`src/hdl/alu_exec_pkg.sv`:
```
package alu_exec_pkg;
  // ==========================================================
  // Instruction word layout
  // ==========================================================
  localparam int INSN_W = 12;
  localparam int DATA_W = 8;
  localparam int PC_W = 11;
  localparam int FADDR_W = 5;
  localparam int PC_BIT8 = 8;
  localparam int DEST_BIT = 5;
  localparam int OSC_PER_CYCLE = 4;
  localparam logic [1:0] PHASE_LAST = 2'h3;
  localparam logic [5:0] OP_ADD_WF = 6'h07;
  localparam logic [5:0] OP_AND_WF = 6'h05;
  localparam logic [3:0] OP_AND_LW = 4'hE;
  localparam logic [2:0] OP_BRANCH = 3'h5;
  localparam logic [3:0] OP_CALL = 4'h9;
  localparam logic [3:0] OP_RET_LIT = 4'h8;
  localparam logic [8:0] OP_LOAD_DIR = 9'h000;
  localparam logic [2:0] OP_MOV_WF = 3'h1;
  // ==========================================================
  // File register addresses
  // ==========================================================
  localparam logic [4:0] ADDR_PCL = 5'h02;
  localparam logic [4:0] ADDR_TIMER = 5'h01;
  localparam logic [4:0] ADDR_PORT_A = 5'h05;
  localparam logic [4:0] ADDR_PORT_B = 5'h06;
  localparam logic [4:0] ADDR_PORT_C = 5'h07;
  localparam logic [7:0] DIR_RESET = 8'hFF;
  localparam logic [7:0] ZERO8 = 8'h00;
endpackage : alu_exec_pkg

```
`src/hdl/alu_exec.sv`:
```
// Local design decisions: the register addresses and the plain strobed port.
`timescale 1ns/1ps
// ==========================================================
// Execute-stage datapath for add and AND, with port side effects
// ==========================================================
module alu_exec (
  input wire logic mclk,
  input wire logic rst,
  input wire logic [alu_exec_pkg::INSN_W-1:0] insn,
  input wire logic [alu_exec_pkg::DATA_W-1:0] file_rdata,
  input wire logic [alu_exec_pkg::DATA_W-1:0] port_a_in,
  input wire logic [alu_exec_pkg::DATA_W-1:0] port_b_in,
  input wire logic [alu_exec_pkg::DATA_W-1:0] port_c_in,
  input wire logic prescaler_on_timer,
  input wire logic [alu_exec_pkg::PC_W-1:0] pc_target,
  input wire logic pc_load,
  output logic [alu_exec_pkg::FADDR_W-1:0] file_addr,
  output logic insn_fetch,
  output logic [alu_exec_pkg::DATA_W-1:0] file_wdata,
  output logic file_we,
  output logic [alu_exec_pkg::DATA_W-1:0] work,
  output logic carry_flag,
  output logic digit_carry_flag,
  output logic zero_flag,
  output logic [alu_exec_pkg::PC_W-1:0] program_counter,
  output logic prescaler_clear,
  output logic [alu_exec_pkg::DATA_W-1:0] port_a_out,
  output logic [alu_exec_pkg::DATA_W-1:0] port_a_oe_n,
  output logic [alu_exec_pkg::DATA_W-1:0] port_b_out,
  output logic [alu_exec_pkg::DATA_W-1:0] port_b_oe_n,
  output logic [alu_exec_pkg::DATA_W-1:0] port_c_out,
  output logic [alu_exec_pkg::DATA_W-1:0] port_c_oe_n
);
  import alu_exec_pkg::*;

  typedef enum logic [1:0] {
    ST_EXEC = 2'b01,
    ST_FLUSH = 2'b10
  } state_t;

  typedef struct packed {
    state_t st;
    logic [1:0] phase;
    logic [DATA_W-1:0] w;
    logic c;
    logic dc;
    logic z;
    logic [PC_W-1:0] pc;
    logic [DATA_W-1:0] wdata;
    logic we;
    logic psc_clr;
    logic [DATA_W-1:0] lat_a;
    logic [DATA_W-1:0] lat_b;
    logic [DATA_W-1:0] lat_c;
    logic [DATA_W-1:0] dir_a;
    logic [DATA_W-1:0] dir_b;
    logic [DATA_W-1:0] dir_c;
  } core_t;

  core_t s_reg;
  core_t s_next;

  // Fetch a new word on the last oscillator phase of each cycle.
  function automatic logic last_phase(input logic [1:0] ph);
    return ph == PHASE_LAST;
  endfunction

  function automatic logic is_port(input logic [FADDR_W-1:0] a);
    return a == ADDR_PORT_A || a == ADDR_PORT_B || a == ADDR_PORT_C;
  endfunction

  logic [FADDR_W-1:0] faddr;
  logic dest_file;
  logic [DATA_W-1:0] src;
  logic [DATA_W:0] sum;
  logic [4:0] low_sum;
  logic [DATA_W-1:0] result;
  logic is_add;
  logic is_andf;
  logic is_andl;
  logic is_dir;
  logic writes_file;

  assign faddr = insn[FADDR_W-1:0];
  assign dest_file = insn[DEST_BIT];
  assign is_add = insn[11:6] == OP_ADD_WF;
  assign is_andf = insn[11:6] == OP_AND_WF;
  assign is_andl = insn[11:8] == OP_AND_LW;
  assign is_dir = insn[11:3] == OP_LOAD_DIR;

  // Ports read back as the pin levels, so an input pin held low by the
  // outside world is written back as zero even if its latch holds one.
  always_comb begin
    case (faddr)
      ADDR_PORT_A: src = port_a_in;
      ADDR_PORT_B: src = port_b_in;
      ADDR_PORT_C: src = port_c_in;
      default: src = file_rdata;
    endcase
  end

  assign sum = {1'b0, s_reg.w} + {1'b0, src};
  assign low_sum = {1'b0, s_reg.w[3:0]} + {1'b0, src[3:0]};
  assign writes_file = (is_add || is_andf) && dest_file;

  always_comb begin
    if (is_add) begin
      result = sum[DATA_W-1:0];
    end else if (is_andf) begin
      result = s_reg.w & src;
    end else begin
      result = s_reg.w & insn[DATA_W-1:0];
    end
  end

  always_comb begin
    s_next = s_reg;
    s_next.phase = s_reg.phase + 2'h1;
    s_next.we = 1'b0;
    s_next.psc_clr = 1'b0;
    case (s_reg.st)
      ST_EXEC: begin
        if (last_phase(s_reg.phase)) begin
          s_next.pc = s_reg.pc + 11'h001;
          if (is_add || is_andf || is_andl) begin
            s_next.z = result == ZERO8;
            if (is_add) begin
              s_next.c = sum[DATA_W];
              s_next.dc = low_sum[4];
            end
            if (writes_file) begin
              s_next.wdata = result;
              s_next.we = 1'b1;
              if (faddr == ADDR_TIMER) begin
                s_next.psc_clr = prescaler_on_timer;
              end
              case (faddr)
                ADDR_PORT_A: s_next.lat_a = result;
                ADDR_PORT_B: s_next.lat_b = result;
                ADDR_PORT_C: s_next.lat_c = result;
                default: ;
              endcase
            end else begin
              s_next.w = result;
            end
          end
          if (is_dir) begin
            case (faddr)
              ADDR_PORT_A: s_next.dir_a = s_reg.w;
              ADDR_PORT_B: s_next.dir_b = s_reg.w;
              ADDR_PORT_C: s_next.dir_c = s_reg.w;
              default: ;
            endcase
          end
          if (pc_load) begin
            s_next.pc = pc_target;
            if (insn[11:9] != OP_BRANCH) begin
              s_next.pc[PC_BIT8] = 1'b0;
            end
            s_next.st = ST_FLUSH;
          end else if (writes_file && faddr == ADDR_PCL) begin
            s_next.pc = {s_reg.pc[PC_W-1:PC_BIT8+1], 1'b0, result};
            s_next.st = ST_FLUSH;
          end
        end
      end
      ST_FLUSH: begin
        if (last_phase(s_reg.phase)) begin
          s_next.st = ST_EXEC;
        end
      end
      default: s_next.st = ST_EXEC;
    endcase
  end

  always_ff @(posedge mclk or posedge rst) begin
    if (rst) begin
      s_reg <= '{st: ST_EXEC, phase: 2'h0, w: ZERO8, c: 1'b0, dc: 1'b0,
                 z: 1'b0, pc: '1, wdata: ZERO8, we: 1'b0, psc_clr: 1'b0,
                 lat_a: ZERO8, lat_b: ZERO8, lat_c: ZERO8,
                 dir_a: DIR_RESET, dir_b: DIR_RESET, dir_c: DIR_RESET};
    end else begin
      s_reg <= s_next;
    end
  end

  assign file_addr = faddr;
  assign insn_fetch = last_phase(s_reg.phase);
  assign file_wdata = s_reg.wdata;
  assign file_we = s_reg.we;
  assign work = s_reg.w;
  assign carry_flag = s_reg.c;
  assign digit_carry_flag = s_reg.dc;
  assign zero_flag = s_reg.z;
  assign program_counter = s_reg.pc;
  assign prescaler_clear = s_reg.psc_clr;
  assign port_a_out = s_reg.lat_a;
  assign port_b_out = s_reg.lat_b;
  assign port_c_out = s_reg.lat_c;
  // A direction bit of one releases the pin; enable is active low.
  assign port_a_oe_n = s_reg.dir_a;
  assign port_b_oe_n = s_reg.dir_b;
  assign port_c_oe_n = s_reg.dir_c;

  // ==========================================================
  // Assertions
  // ==========================================================
  property p_pc_bit8;
    @(posedge mclk) disable iff (rst)
      (s_reg.st == ST_EXEC && last_phase(s_reg.phase) && pc_load &&
       insn[11:9] != OP_BRANCH) |=> !program_counter[PC_BIT8];
  endproperty
  a_pc_bit8: assert property (p_pc_bit8)
    else $error("program counter bit 8 not cleared");

  // Checks the latched write-back, so a source mux that picked the latch
  // instead of the pins would be caught.
  property p_port_src;
    @(posedge mclk) disable iff (rst)
      (s_reg.st == ST_EXEC && last_phase(s_reg.phase) && is_andf &&
       dest_file && faddr == ADDR_PORT_B)
      |=> port_b_out == ($past(work) & $past(port_b_in));
  endproperty
  a_port_src: assert property (p_port_src)
    else $error("port operand not taken from pins");

  property p_dir_load;
    @(posedge mclk) disable iff (rst)
      (s_reg.st == ST_EXEC && last_phase(s_reg.phase) && is_dir &&
       faddr == ADDR_PORT_C) |=> port_c_oe_n == $past(work);
  endproperty
  a_dir_load: assert property (p_dir_load)
    else $error("direction latch not loaded from W");

  property p_psc;
    @(posedge mclk) disable iff (rst)
      prescaler_clear |-> $past(faddr == ADDR_TIMER && writes_file &&
                                prescaler_on_timer);
  endproperty
  a_psc: assert property (p_psc)
    else $error("prescaler clear without timer write");

  property p_andl;
    @(posedge mclk) disable iff (rst)
      (s_reg.st == ST_EXEC && last_phase(s_reg.phase) && is_andl &&
       !pc_load) |=> work == ($past(work) & $past(insn[7:0])) &&
       zero_flag == (work == ZERO8);
  endproperty
  a_andl: assert property (p_andl)
    else $error("literal AND wrong");

  property p_dest;
    @(posedge mclk) disable iff (rst)
      (s_reg.st == ST_EXEC && last_phase(s_reg.phase) && is_andf &&
       dest_file) |=> file_we && work == $past(work);
  endproperty
  a_dest: assert property (p_dest)
    else $error("destination select ignored");

  property p_add;
    @(posedge mclk) disable iff (rst)
      (s_reg.st == ST_EXEC && last_phase(s_reg.phase) && is_add &&
       !dest_file && !pc_load) |=> {carry_flag, work} ==
       ({1'b0, $past(work)} + {1'b0, $past(src)});
  endproperty
  a_add: assert property (p_add)
    else $error("add result or carry wrong");

  property p_andf_flags;
    @(posedge mclk) disable iff (rst)
      (s_reg.st == ST_EXEC && last_phase(s_reg.phase) && is_andf)
      |=> carry_flag == $past(carry_flag) &&
          digit_carry_flag == $past(digit_carry_flag);
  endproperty
  a_andf_flags: assert property (p_andf_flags)
    else $error("AND touched carry flags");

  property p_cycle;
    @(posedge mclk) disable iff (rst)
      insn_fetch |=> !insn_fetch [*3] ##1 insn_fetch;
  endproperty
  a_cycle: assert property (p_cycle)
    else $error("instruction cycle not four periods");

  property p_single;
    @(posedge mclk) disable iff (rst)
      (s_reg.st == ST_EXEC && insn_fetch && is_andl && !pc_load)
      |=> s_reg.st == ST_EXEC;
  endproperty
  a_single: assert property (p_single)
    else $error("AND literal took a second cycle");

endmodule // alu_exec

```
`config.mk`:
```
export PLATFORM = sky130hd
export DESIGN_NAME = alu_exec
export DESIGN_NICKNAME = d
export VERILOG_FILES = /design/src/hdl/alu_exec_pkg.sv /design/src/hdl/alu_exec.sv
export SDC_FILE = /design/constraint.sdc
export NUM_CORES = 1
export LEC_CHECK = 0
export ABC_AREA = 1
export BUFFER_PORTS_ARGS = -buffer_cell sky130_fd_sc_hd__buf_2
export CAP_MARGIN = 20
export CORE_UTILIZATION = 32
export DETAILED_ROUTE_END_ITERATION = 6
export GPL_ROUTABILITY_DRIVEN = 1
export GPL_TIMING_DRIVEN = 0
export PLACE_DENSITY = 0.56
export SYNTH_ARGS = -nofsm -noshare
export SYNTH_HDL_FRONTEND = slang
export SYNTH_SLANG_ARGS = --single-unit
```
`constraint.sdc`:
```
create_clock -name mclk -period 3.8 [get_ports mclk]
set_clock_uncertainty 0.2 [all_clocks]
set_input_delay 0.57 -clock mclk [delete_from_list [all_inputs] [get_ports mclk]]
set_output_delay 0.57 -clock mclk [all_outputs]
set_load 0.01 [all_outputs]
```
==> out/summary.json <==
{
  "run_status": "finished clean",
  "grt.overflow.total": 0,
  "drt-initial-drc-count": 217,
  "internal_power_mw": 1.794,
  "initial_core_util": 0.3330,
  "synthFlopType": "dfrtp_1",
  "row_count": 45,
  "timing.critical_path.required_ns": 3.88,
  "post_synth_inst_count": 630,
  "power_switching_mw": 0.7410,
  "max_slew.worst_pin.slew_ns": 0.9721,
  "design_power_total_mw": 2.535,
  "antennaDiodeCount": 0,
  "cts_clk_pin_slew_worst_paths_ns": 0.06,
  "vdd.ir_drop.worst_mv": 0.2298,
  "post_detailed_route_wirelength_per_cell_um": 14.94,
  "finalWorstPathRequiredPeriod_ns": 3.487,
  "register_to_register_path_setup_slack_ns": 1.16,
  "fp.dieArea_um2": 16570,
  "timing.fmax_mhz": 286.8,
  "initial_antenna_violation_count": 1,
  "ant_nets": 0,
  "setup.worst_path.start_class": "primary input",
  "rr_worst_depth": 8,
  "detailed_route_wire_length_um": 14970,
  "critPathCaptureType": "flop",
  "drv_cap": 0,
  "clkPwrFrac": 0.401,
  "n_fill_cell": 1631,
  "mappedNetlistNets": 700,
  "most-common-layout-cells": "buf_2, nand2_1, buf_4",
  "cp_max_fo": 6,
  "r2r-end": "work[2]",
  "finalWeightedCongestion": 0.9016,
  "sequential_cell_area_um2": 2147,
  "die_height_um": 128.7,
  "ff_latch_count_synth": 84,
  "critPathKind": "primary input to flop",
  "hold_path_class": "primary input to asynchronous set/reset pin",
  "dp_cells": 986,
  "yosys_warnings": 0,
  "area_share_of_the_largest_cell_type_after_synthesis": 0.2338,
  "number_of_slew_limit_violations_in_the_final_report": 0,
  "h_tree_lvl_count": 3,
  "clock_latency_ns": 0.35,
  "ctsHoldBuffers": 0,
  "synth_seq_area_share": 0.4179,
  "coreArea_um2": 15430,
  "rsz0062_at_grt": "false",
  "netlist_area_um2": 5137,
  "power.combinational.fraction": 0.207,
  "clock-root-buffer": "clkbuf_16",
  "slew-limit-headroom": 0.3470,
  "grt_pass1_vias": 4529,
  "synth_cell_type_count": 45,
  "power.density_nw_per_um2": 389.9,
  "multiInputGateArea_um2": 2122,
  "fin_hold_ws_ns": 0.1020,
  "cts_tree": "done",
  "grt_usage": 0.1941,
  "maximum_number_of_pins_on_one_net_before_global_route_repair": 48,
  "grt_first_pass_wirelength_um": 24050,
  "fin_crit_sh": 0.9176,
  "cts_inserted_buffers": 9,
  "rr_startpoint": "s_reg[82]",
  "final_hold_violation_count": 0,
  "clockBufferDepth": 2,
  "nets": 856,
  "drive_above_1_share": 0.4083,
  "syn_area_per_cell_um2": 8.155,
  "die_x_um": 128.7,
  "swShare": 0.2923,
  "power_leakage_nw": 3.443,
  "dr.pass1.iters": 4,
  "detail_route.drc_violations": 0,
  "finalSetupTns_ns": 0,
  "crit_arrival_ns": 3.57,
  "netlist.top_cell.by_area": "dfrtp_1",
  "setup_violations": 0,
  "ios": 145,
  "io_buffer_count": 144,
  "place.detailed.hpwl_um": 11660,
  "largest_register_ffs": 11,
  "count_of_flip_flops_with_a_built_in_enable_after_synthesis": 0,
  "area_growth_pct": 26.55,
  "route.detailed.vias_per_inst": 4.546,
  "most_common_library_cell_in_the_layout_ignoring_fill_and_taps": "buf_2",
  "clkSinkCount": 84,
  "synthArstFlopShare": 1.000,
  "sequentialPowerShare": 0.392,
  "post_synth_main_area_contributors": "dfrtp_1, dfstp_2, buf_4, nand2_1, o21ai_0",
  "num_vias": 4555,
  "finalNonFillerCells": 1002
}
==> critical path, stage by stage <==
cell and delay, ns:
buf_2 0.14, nor2_4 0.20, nand2_2 0.21, nor2_2 0.29, nand2_1 0.08, nand2_1 0.08, o21ai_1 0.10, inv_1 0.08
ha_1 0.16, inv_1 0.06, fa_1 0.40, inv_1 0.09, nand3_1 0.09, nand2_1 0.10, a21oi_1 0.06, o21ai_0 0.15
nand2_1 0.30, nor2_1 0.17, nand3_1 0.08, o21ai_1 0.15
==> per-layer routing <==
metal  vias to the layer above  global-route usage  wire length (um)
met5                         -                   0                13
met3                        21             0.04532               931
li1                       2312                   -                 -
met1                      2096              0.2509              6533
met4                         2             0.06298               274
met2                       124              0.3199              7216
==> cell type report <==
cell class | instances | share of cell area
Sequential cell | 84 | 0.3303
Multi-Input combinational cell | 396 | 0.3264
Timing Repair Buffer | 145 | 0.1139
Buffer | 92 | 0.1010
Clock buffer | 12 | 0.04119
Tap cell | 211 | 0.04061
Inverter | 58 | 0.03464
Clock inverter | 4 | 0.01193
==> synth_stat cells (3+ instances only) <==
cell,number
nand4_1,5
buf_2,3
nand2_2,5
inv_1,55
nor3_1,10
mux2_2,8
buf_4,80
dfrtp_1,48
or2_2,6
a211oi_1,5
dfstp_2,36
nor2_2,5
nand2_1,130
o21ai_0,47
a31oi_1,12
o21ai_1,5
clkbuf_1,8
ha_1,10
nor2_1,45
a21oi_1,39
o21ai_2,4
xor2_1,6
nand3_1,29
==> power by group through the flow <==
stage	combinational (mW)	sequential (mW)	clock, mW
global placement	0.523	1.01	0
finish	0.526	0.994	1.02
global route	0.597	1.00	1.07
floorplan	0.338	0.992	0
CTS	0.532	0.994	1.04
detailed placement	0.529	1.01	0
==> worst max-delay path by stage <==
stage	start	end
5_1_grt	insn[0]	zero_flag
4_1_cts	insn[3]	zero_flag
3_3_place_gp	insn[3]	zero_flag
6_report	insn[3]	zero_flag
2_1_floorplan	insn[0]	port_a_out[4]
3_5_place_dp	insn[3]	zero_flag
==> stage by stage <==
step	instance area [um^2]	utilization	setup WS [ns]
2_1_floorplan	5137	-	0.7355
3_3_place_gp	6122	0.3968	-0.3139
3_5_place_dp	6145	0.3983	-0.2812
4_1_cts	6490	0.4207	0.06354
5_1_grt	6501	0.4214	0.004323
6_report	6501	0.4214	0.3130
==> kinds of logic after synthesis <==
family / Yosys count / share of synthesized area
simple gates: 249 / 0.2219
fa+ha+maj: 11 / 0.02825
buf+inv: 150 / 0.1712
flops: 84 / 0.4179
mux: 8 / 0.01754
xor+xnor: 8 / 0.01364
compound gates: 120 / 0.1296
==> what timing repair did <==
item	CTS	global route
resized for setup	0	4
buffers inserted	0	0
endpoints found under the setup margin	0	9
Note: power is estimated with default switching activity, not from simulation.
